### config.mk
export PLATFORM = sky130hd
export DESIGN_NAME = scrambled_gray_pwm_counter
export DESIGN_NICKNAME = d
export VERILOG_FILES = /design/src/hw/gray_pwm_pkg.sv /design/src/hw/scrambled_gray_pwm_counter.sv
export VERILOG_INCLUDE_DIRS = /design/src /design/src/hw
export SDC_FILE = /design/constraint.sdc
export NUM_CORES = 2
export LEC_CHECK = 0
export BUFFER_PORTS_ARGS = -buffer_cell sky130_fd_sc_hd__buf_2
export CAP_MARGIN = 15
export CORE_MARGIN = 1.5
export CORE_UTILIZATION = 24
export DETAILED_ROUTE_END_ITERATION = 12
export PLACE_DENSITY = 0.38
export SLEW_MARGIN = 30
export SYNTH_ARGS = -nofsm -noshare
export SYNTH_HDL_FRONTEND = slang
export SYNTH_SLANG_ARGS = --single-unit
### constraint.sdc
create_clock -name clk_sys_i -period 5.85 [get_ports clk_sys_i]
set_input_delay 1.17 -clock clk_sys_i [delete_from_list [all_inputs] [get_ports clk_sys_i]]
set_output_delay 1.17 -clock clk_sys_i [all_outputs]
set_load 0.05 [all_outputs]
### src/hw/gray_pwm_regs.svh
`ifndef GRAY_PWM_REGS_SVH
`define GRAY_PWM_REGS_SVH

// Register byte addresses
`define ADDR_CONFIG   8'h00
`define ADDR_LATCH    8'h04
`define ADDR_STATUS   8'h08
`define ADDR_GRAY0    8'h40
`define ADDR_GRAY15   8'h7c

// Configuration field positions
`define CFG_TO_DIS    0
`define CFG_SYNC      10
`define CFG_MODE_LO   11
`define CFG_MODE_HI   12
`define CFG_DEPTH     13
`define CFG_RESET     32'h0000_0000

// Counting modes
`define MODE_X64      2'h0
`define MODE_X16      2'h1
`define MODE_X4       2'h2
`define MODE_DIRECT   2'h3

// Segment lengths, last step index
`define MSB10_TOP     16'h03fe
`define MSB6_TOP      16'h003e
`define LSB_TOP       16'h003f
`define DIR16_TOP     16'hffff
`define DIR12_TOP     16'h0fff

// Prescale tops (gray clocks per MSB step minus one)
`define PRE_X16_TOP   4'h3
`define PRE_X4_TOP    4'hf

// Repeat tops (MSB segments per cycle minus one)
`define SEG_X64_TOP   6'h3f
`define SEG_X16_TOP   6'h0f
`define SEG_X4_TOP    6'h03

// Gray clock loss timeout
`define TIMEOUT_MS    1000
`define CLK_MHZ       250
`define TIMEOUT_CYC   (`TIMEOUT_MS * `CLK_MHZ * 1000)

`endif

### src/hw/gray_pwm_pkg.sv
package gray_pwm_pkg;

  typedef logic [15:0] gray_word_type;

  typedef enum logic {
    PHASE_MSB,
    PHASE_LSB
  } phase_type;

endpackage : gray_pwm_pkg

### src/hw/scrambled_gray_pwm_counter.sv
`timescale 1ns/100ps
`include "gray_pwm_regs.svh"

module scrambled_gray_pwm_counter #(
  parameter int TIMEOUT_CYCLES = `TIMEOUT_CYC
) (
  input  wire logic        clk_sys_i,
  input  wire logic        rst_n_i,
  input  wire logic        gray_clock_i,
  input  wire logic [7:0]  addr_i,
  input  wire logic [31:0] wdata_i,
  input  wire logic        wr_i,
  input  wire logic        rd_i,
  output logic      [31:0] rdata_o,
  output logic      [15:0] chan_on_o
);

  logic                          gray_clock_q;
  logic [31:0]                   cfg;
  logic                          blanked;
  logic                          gray_clock_seen;
  logic [27:0]                   idle_cnt;
  logic [3:0]                    pre;
  logic [15:0]                   step;
  logic [5:0]                    seg;
  gray_pwm_pkg::phase_type       phase;
  logic                          data_new;
  gray_pwm_pkg::gray_word_type   pend   [16];
  gray_pwm_pkg::gray_word_type   active [16];
  gray_pwm_pkg::gray_word_type   cmp    [16];

  // Decoding
  wire        gedge     = gray_clock_i & ~gray_clock_q;
  wire        wr_cfg    = wr_i & (addr_i == `ADDR_CONFIG);
  wire        wr_latch  = wr_i & (addr_i == `ADDR_LATCH);
  wire        gray_hit  = (addr_i >= `ADDR_GRAY0) &&
                          (addr_i <= `ADDR_GRAY15) &&
                          (addr_i[1:0] == 2'h0);
  wire [3:0]  gray_idx  = addr_i[5:2];

  wire [1:0]  mode      = cfg[`CFG_MODE_HI:`CFG_MODE_LO];
  wire        depth12   = cfg[`CFG_DEPTH];
  wire        manual    = cfg[`CFG_SYNC];
  wire        to_en     = ~cfg[`CFG_TO_DIS];
  wire        direct    = (mode == `MODE_DIRECT);
  wire        in_lsb    = (phase == gray_pwm_pkg::PHASE_LSB);

  // Prescaler top per mode
  wire [3:0]  pre_top   = (mode == `MODE_X16) ? `PRE_X16_TOP :
                          (mode == `MODE_X4)  ? `PRE_X4_TOP  :
                          4'h0;

  // MSB repeat count per mode
  wire [5:0]  seg_top   = (mode == `MODE_X64) ? `SEG_X64_TOP :
                          (mode == `MODE_X16) ? `SEG_X16_TOP :
                          (mode == `MODE_X4)  ? `SEG_X4_TOP  :
                          6'h00;

  // Last step index of the running segment
  wire [15:0] step_top  = direct ? (depth12 ? `DIR12_TOP : `DIR16_TOP) :
                          in_lsb ? `LSB_TOP :
                          (depth12 ? `MSB6_TOP : `MSB10_TOP);

  wire        run       = gedge & ~blanked;
  // The LSB segment and direct mode count every gray clock
  wire        pre_wrap  = in_lsb | direct | (pre >= pre_top);
  wire        step_adv  = run & pre_wrap;
  // >= keeps a mid-cycle mode change from running away
  wire        seg_end   = step_adv & (step >= step_top);
  wire        last_msb  = ~in_lsb & ~direct & (seg >= seg_top);
  wire        cyc_end   = seg_end & (in_lsb | direct);

  // Leaving timeout needs both a gray clock and a fresh latch
  wire        restart   = blanked & wr_latch & (gray_clock_seen | gedge);
  wire        timed_out = to_en & ~blanked &
                          (idle_cnt >= 28'(TIMEOUT_CYCLES - 1));

  // Data moves to the active buffer
  wire        xfer      = restart |
                          (manual  & wr_latch) |
                          (~manual & data_new & cyc_end);
  wire        seg_load  = seg_end | xfer;

  // Phase of the segment that starts after this edge
  wire        next_lsb  = restart      ? 1'b0 :
                          ~seg_end     ? in_lsb :
                          last_msb;

  wire [15:0] next_step = (restart | seg_end) ? 16'h0000 :
                          step_adv ? step + 16'h0001 : step;

  wire [3:0]  next_pre  = (restart | step_adv) ? 4'h0 :
                          (run & ~in_lsb) ? pre + 4'h1 : pre;

  wire [5:0]  next_seg  = restart ? 6'h00 :
                          ~seg_end ? seg :
                          (in_lsb | direct | last_msb) ? (last_msb ? seg : 6'h00) :
                          seg + 6'h01;

  wire [15:0] next_step_q = next_step;

  // Register read data
  logic [31:0] next_rdata;
  always_comb begin
    next_rdata = 32'h0000_0000;
    if (addr_i == `ADDR_CONFIG) begin
      next_rdata = cfg;
    end else if (addr_i == `ADDR_STATUS) begin
      next_rdata = {18'h0, seg, 6'h0, in_lsb, blanked};
    end else if (gray_hit) begin
      next_rdata = {16'h0, pend[gray_idx]};
    end
  end

  always_ff @(posedge clk_sys_i or negedge rst_n_i) begin
    if (!rst_n_i) begin
      rdata_o <= 32'h0000_0000;
    end else if (rd_i) begin
      rdata_o <= next_rdata;
    end else begin
      rdata_o <= 32'h0000_0000;
    end
  end

  // Configuration; only documented fields are writable
  localparam logic [31:0] CFG_MASK = (32'h1 << `CFG_TO_DIS) |
                                     (32'h1 << `CFG_SYNC) |
                                     (32'h1 << `CFG_MODE_LO) |
                                     (32'h1 << `CFG_MODE_HI) |
                                     (32'h1 << `CFG_DEPTH);

  always_ff @(posedge clk_sys_i or negedge rst_n_i) begin
    if (!rst_n_i) begin
      cfg <= `CFG_RESET;
    end else if (wr_cfg) begin
      cfg <= wdata_i & CFG_MASK;
    end
  end

  // Gray clock edge and loss watchdog
  always_ff @(posedge clk_sys_i or negedge rst_n_i) begin
    if (!rst_n_i) begin
      // Seen as high so a gray clock parked high is not taken as an edge
      gray_clock_q   <= 1'b1;
      idle_cnt <= 28'h000_0000;
    end else begin
      gray_clock_q <= gray_clock_i;
      if (gedge) begin
        idle_cnt <= 28'h000_0000;
      end else if (idle_cnt != 28'hfff_ffff) begin
        idle_cnt <= idle_cnt + 28'h000_0001;
      end
    end
  end

  always_ff @(posedge clk_sys_i or negedge rst_n_i) begin
    if (!rst_n_i) begin
      blanked   <= 1'b0;
      gray_clock_seen <= 1'b0;
    end else if (restart) begin
      blanked   <= 1'b0;
      gray_clock_seen <= 1'b0;
    end else if (timed_out) begin
      blanked   <= 1'b1;
      gray_clock_seen <= 1'b0;
    end else if (blanked & gedge) begin
      gray_clock_seen <= 1'b1;
    end
  end

  // Pending flag: a latch in the transfer cycle is kept
  always_ff @(posedge clk_sys_i or negedge rst_n_i) begin
    if (!rst_n_i) begin
      data_new <= 1'b0;
    end else begin
      data_new <= (wr_latch & ~manual & ~restart) | (data_new & ~xfer);
    end
  end

  // Segment counters
  always_ff @(posedge clk_sys_i or negedge rst_n_i) begin
    if (!rst_n_i) begin
      pre   <= 4'h0;
      step  <= 16'h0000;
      seg   <= 6'h00;
      phase <= gray_pwm_pkg::PHASE_MSB;
    end else begin
      pre   <= next_pre;
      step  <= next_step_q;
      seg   <= next_seg;
      phase <= next_lsb ? gray_pwm_pkg::PHASE_LSB : gray_pwm_pkg::PHASE_MSB;
    end
  end

  // Per-channel buffers, compare slice and output
  for (genvar ch = 0; ch < 16; ch++) begin : g_chan
    wire                         wr_gray = wr_i & gray_hit & (gray_idx == 4'(ch));
    wire [15:0]                  src     = xfer ? pend[ch] : active[ch];
    logic [15:0]                 slice;

    always_comb begin
      if (direct) begin
        slice = depth12 ? {4'h0, src[15:4]} : src;
      end else if (next_lsb) begin
        slice = depth12 ? {10'h0, src[9:4]} : {10'h0, src[5:0]};
      end else begin
        slice = depth12 ? {10'h0, src[15:10]} : {6'h0, src[15:6]};
      end
    end

    always_ff @(posedge clk_sys_i or negedge rst_n_i) begin
      if (!rst_n_i) begin
        pend[ch] <= 16'h0000;
      end else if (wr_gray) begin
        pend[ch] <= wdata_i[15:0];
      end
    end

    always_ff @(posedge clk_sys_i or negedge rst_n_i) begin
      if (!rst_n_i) begin
        active[ch] <= 16'h0000;
      end else if (xfer) begin
        active[ch] <= pend[ch];
      end
    end

    // Compare value holds through a segment unless a manual latch transfer reloads it mid-segment
    always_ff @(posedge clk_sys_i or negedge rst_n_i) begin
      if (!rst_n_i) begin
        cmp[ch] <= 16'h0000;
      end else if (seg_load) begin
        cmp[ch] <= slice;
      end
    end

    always_ff @(posedge clk_sys_i or negedge rst_n_i) begin
      if (!rst_n_i) begin
        chan_on_o[ch] <= 1'b0;
      end else begin
        chan_on_o[ch] <= ~blanked & ~timed_out & (step < cmp[ch]);
      end
    end
  end

endmodule : scrambled_gray_pwm_counter

==> run summary <==
Hold WS -> 0.499 ns
Area growth syn-to-layout -> 15.2%
Peak VDD IR -> 0.239 mV
HPWL Detailed -> 110000 um
Yosys top cell area share -> 47.0%
Root Buffer -> clkbuf_16
internal power -> 10.7 mW
die footprint -> 194000 sq um
Initial Utilization -> 24.2%
power density over cell area -> 276 nW/um^2
syn_area_per_cell -> 12.5 sq um
WS Path Type -> flop to flop
final worst-path cycle share -> 78.1%
clk sink count -> 864
sequential share of power -> 42.8%
worst-margin pin slew -> 0.998 ns
layout cells sized above 1 -> 26.5%
clk slew on worst S/H paths -> 0.06 ns
crit path buf inv count -> 2
Slew Limit Fails -> 0
Routed WL -> 164000 um
DRT iter0 DRCs -> 2013
top-count cell post-synth -> dfrtp_1
# resized after CTS -> 0
Rows -> 160
largest net degree at the start of global routing -> 135
RSZ-0062 raised after global routing -> no
critical path peak fanout -> 33
Synth area leaders -> dfrtp_1, mux4_2, mux2_2
Final #Nets -> 4036
Post-DRT Antenna Nets -> 0
synth cell count leaders -> dfrtp_1, mux2_2, inv_1
global-route wire length before repair -> 236000 um
clk_skew -> 0.0434 ns
cell count after synthesis -> 3673
fin crit period -> 4.57 ns
clock power share -> 46.2%
Die H -> 441 um
post-synth top area cell -> dfrtp_1
Hold Crit Class -> input port to async pin
Longest Clk Path Bufs -> 3
P_sw -> 3.94 mW
MaxCap Viol Count -> 0
Setup TNS -> 0 ns
routability cong. -> 0.766
GR Overflow Total -> 0
hold_buf cts -> 0
max_slew headroom -> 33.5%
worst path arrival time -> 5.14 ns
delay-heaviest family, CP -> simple AND/OR/NAND/NOR gates
CP Capture Type -> flop
total CTS buffers -> 105
Hold Fails Final Rpt -> 0
GRT Total Usage -> 16.9%
Logic pwr share -> 11.0%
Die X -> 441 um
status -> complete, no violations
Clock H-tree levels -> 3
fill cell count -> 19600
DRT Pass-1 Iters -> 5
switching share of power -> 27.0%
CP max-delay cell -> nand3b_4
CTS tree -> yes
CP peak stage delay -> 0.77 ns
IO Count -> 93
critical path launch point type -> flop
initial antenna violation count -> 18
Final Setup Violations -> 0
Cell Chain, Critical Path -> ha_1 > nor2_1 > inv_1 > ha_1 > nor2b_1 > nor3_2 > o211ai_1 > nor3_2 > o21ai_2 > nand2_4 > nand3b_4 > buf_4 > o21ai_0
register bit total from synthesis -> 864
Post-synth ARST share -> 100%
wire per inst -> 25.9 um
sequential share of the synthesized area -> 47.0%
Ys Warns -> 0
mapped cell area -> 46000 sq um
number of synthesized flops with an enable pin -> 0
Yosys cell types -> 64
CORE AREA -> 190000 sq um
DR vias -> 30100
Clock Latency Late Sink -> 0.74 ns
leak pwr -> 26.0 nW
dominant synthesized flop cell -> dfrtp_1
number of global-route vias before repair -> 31000
DR vias/cell -> 4.76
Highest Clock Rate -> 0.219 GHz
Pwr Total -> 14.6 mW
data required time of the worst path -> 6.42 ns
postcts setup bufs -> 0
DRC Markers -> 0
I/O Buffers -> 60
## per-stage QoR
stage | std cells | instance area [sq um] | utilization [%] | setup slack (ns)
floorplan | 3688 | 46100 | - | 2.44
finish | 6323 | 53000 | 27.9 | 1.28
CTS | 6320 | 53000 | 27.9 | 1.27
global placement | 6129 | 49500 | 26.0 | 1.26
global route | 6321 | 53000 | 27.9 | 1.00
detailed placement | 6130 | 49500 | 26.0 | 1.25
## cell type report
class	instances	area, sq um	share of cell area, %
clock inverter	25	357	0.673
timing repair buffer	161	1290	2.44
sequential	864	21600	40.8
antenna	3	7.51	0.0142
inverter	350	1310	2.48
multi-input combinational	2244	22100	41.7
clock buffer	165	3150	5.94
tap	2511	3140	5.93
## placed cells by master (no fill, tap or decap), drive strengths merged, types with 106 or more instances in the layout
cell type / netlist / layout
dfrtp: 863 / 863
mux2: 419 / 419
inv: 350 / 353
ha: 265 / 265
mux4: 240 / 240
clkbuf: 99 / 165
buf: 131 / 161
mux2i: 135 / 135
o21ai: 131 / 131
a22oi: 114 / 114
nand2: 112 / 112
a21o: 106 / 106
## routing by layer
metal	share of wire, %	track usage [%]	vias to the layer above
met5	0.021	0	-
met4	2.7	5.16	6
met3	4.6	2.94	181
met2	46	26.8	555
met1	47	23.4	15800
li1	-	-	13600
## power groups by stage
stage	Clock (mW)	Sequential [mW]	Combinational (mW)
after floorplan	0	6.37	0.838
after global placement	0	6.37	1.63
after detailed placement	0	6.37	1.64
after CTS	6.97	6.26	1.64
after global routing	7.19	6.28	1.77
final	6.75	6.26	1.60
## state kept, by name, summed over array words and instances, names as in the netlist, 4 cells and up
register and count:
chan_on_o 16, pend 256, rdata_o 16, cmp 256, idle_cnt 28, step 16
pre 4, seg 6, cfg 5, active 256
## logic make-up (layout without fill, tap and decap cells)
family                   count (synthesis)  in the layout  share of synthesized area, %
flip-flops                             864            864                          47.0
multiplexers                           794            794                          24.9
AO/OA/AOI/OAI                          626            626                          9.15
buffers and inverters                  580            701                          5.30
AND/OR/NAND/NOR                        501            501                          5.58
adder cells (fa/ha/maj)                265            265                          7.21
XOR/XNOR                                42             42                         0.800
other                                    1             19                       0.00815
## worst paths after layout
path / start / end / slack, ns / cells after the start
max in group asynchronous: rst_n_i / cmp[175] / 3.96 / 2
min in group clk_sys_i: active[177] / active[177] / 0.50 / 1
max reg2reg: cfg[11] / cmp[182] / 1.28 / 13
min reg2reg: active[177] / active[177] / 0.50 / 1
min: rst_n_i / active[219] / 0.50 / 1
max: cfg[11] / cmp[182] / 1.28 / 13
Note: power is estimated with default switching activity, not from simulation.
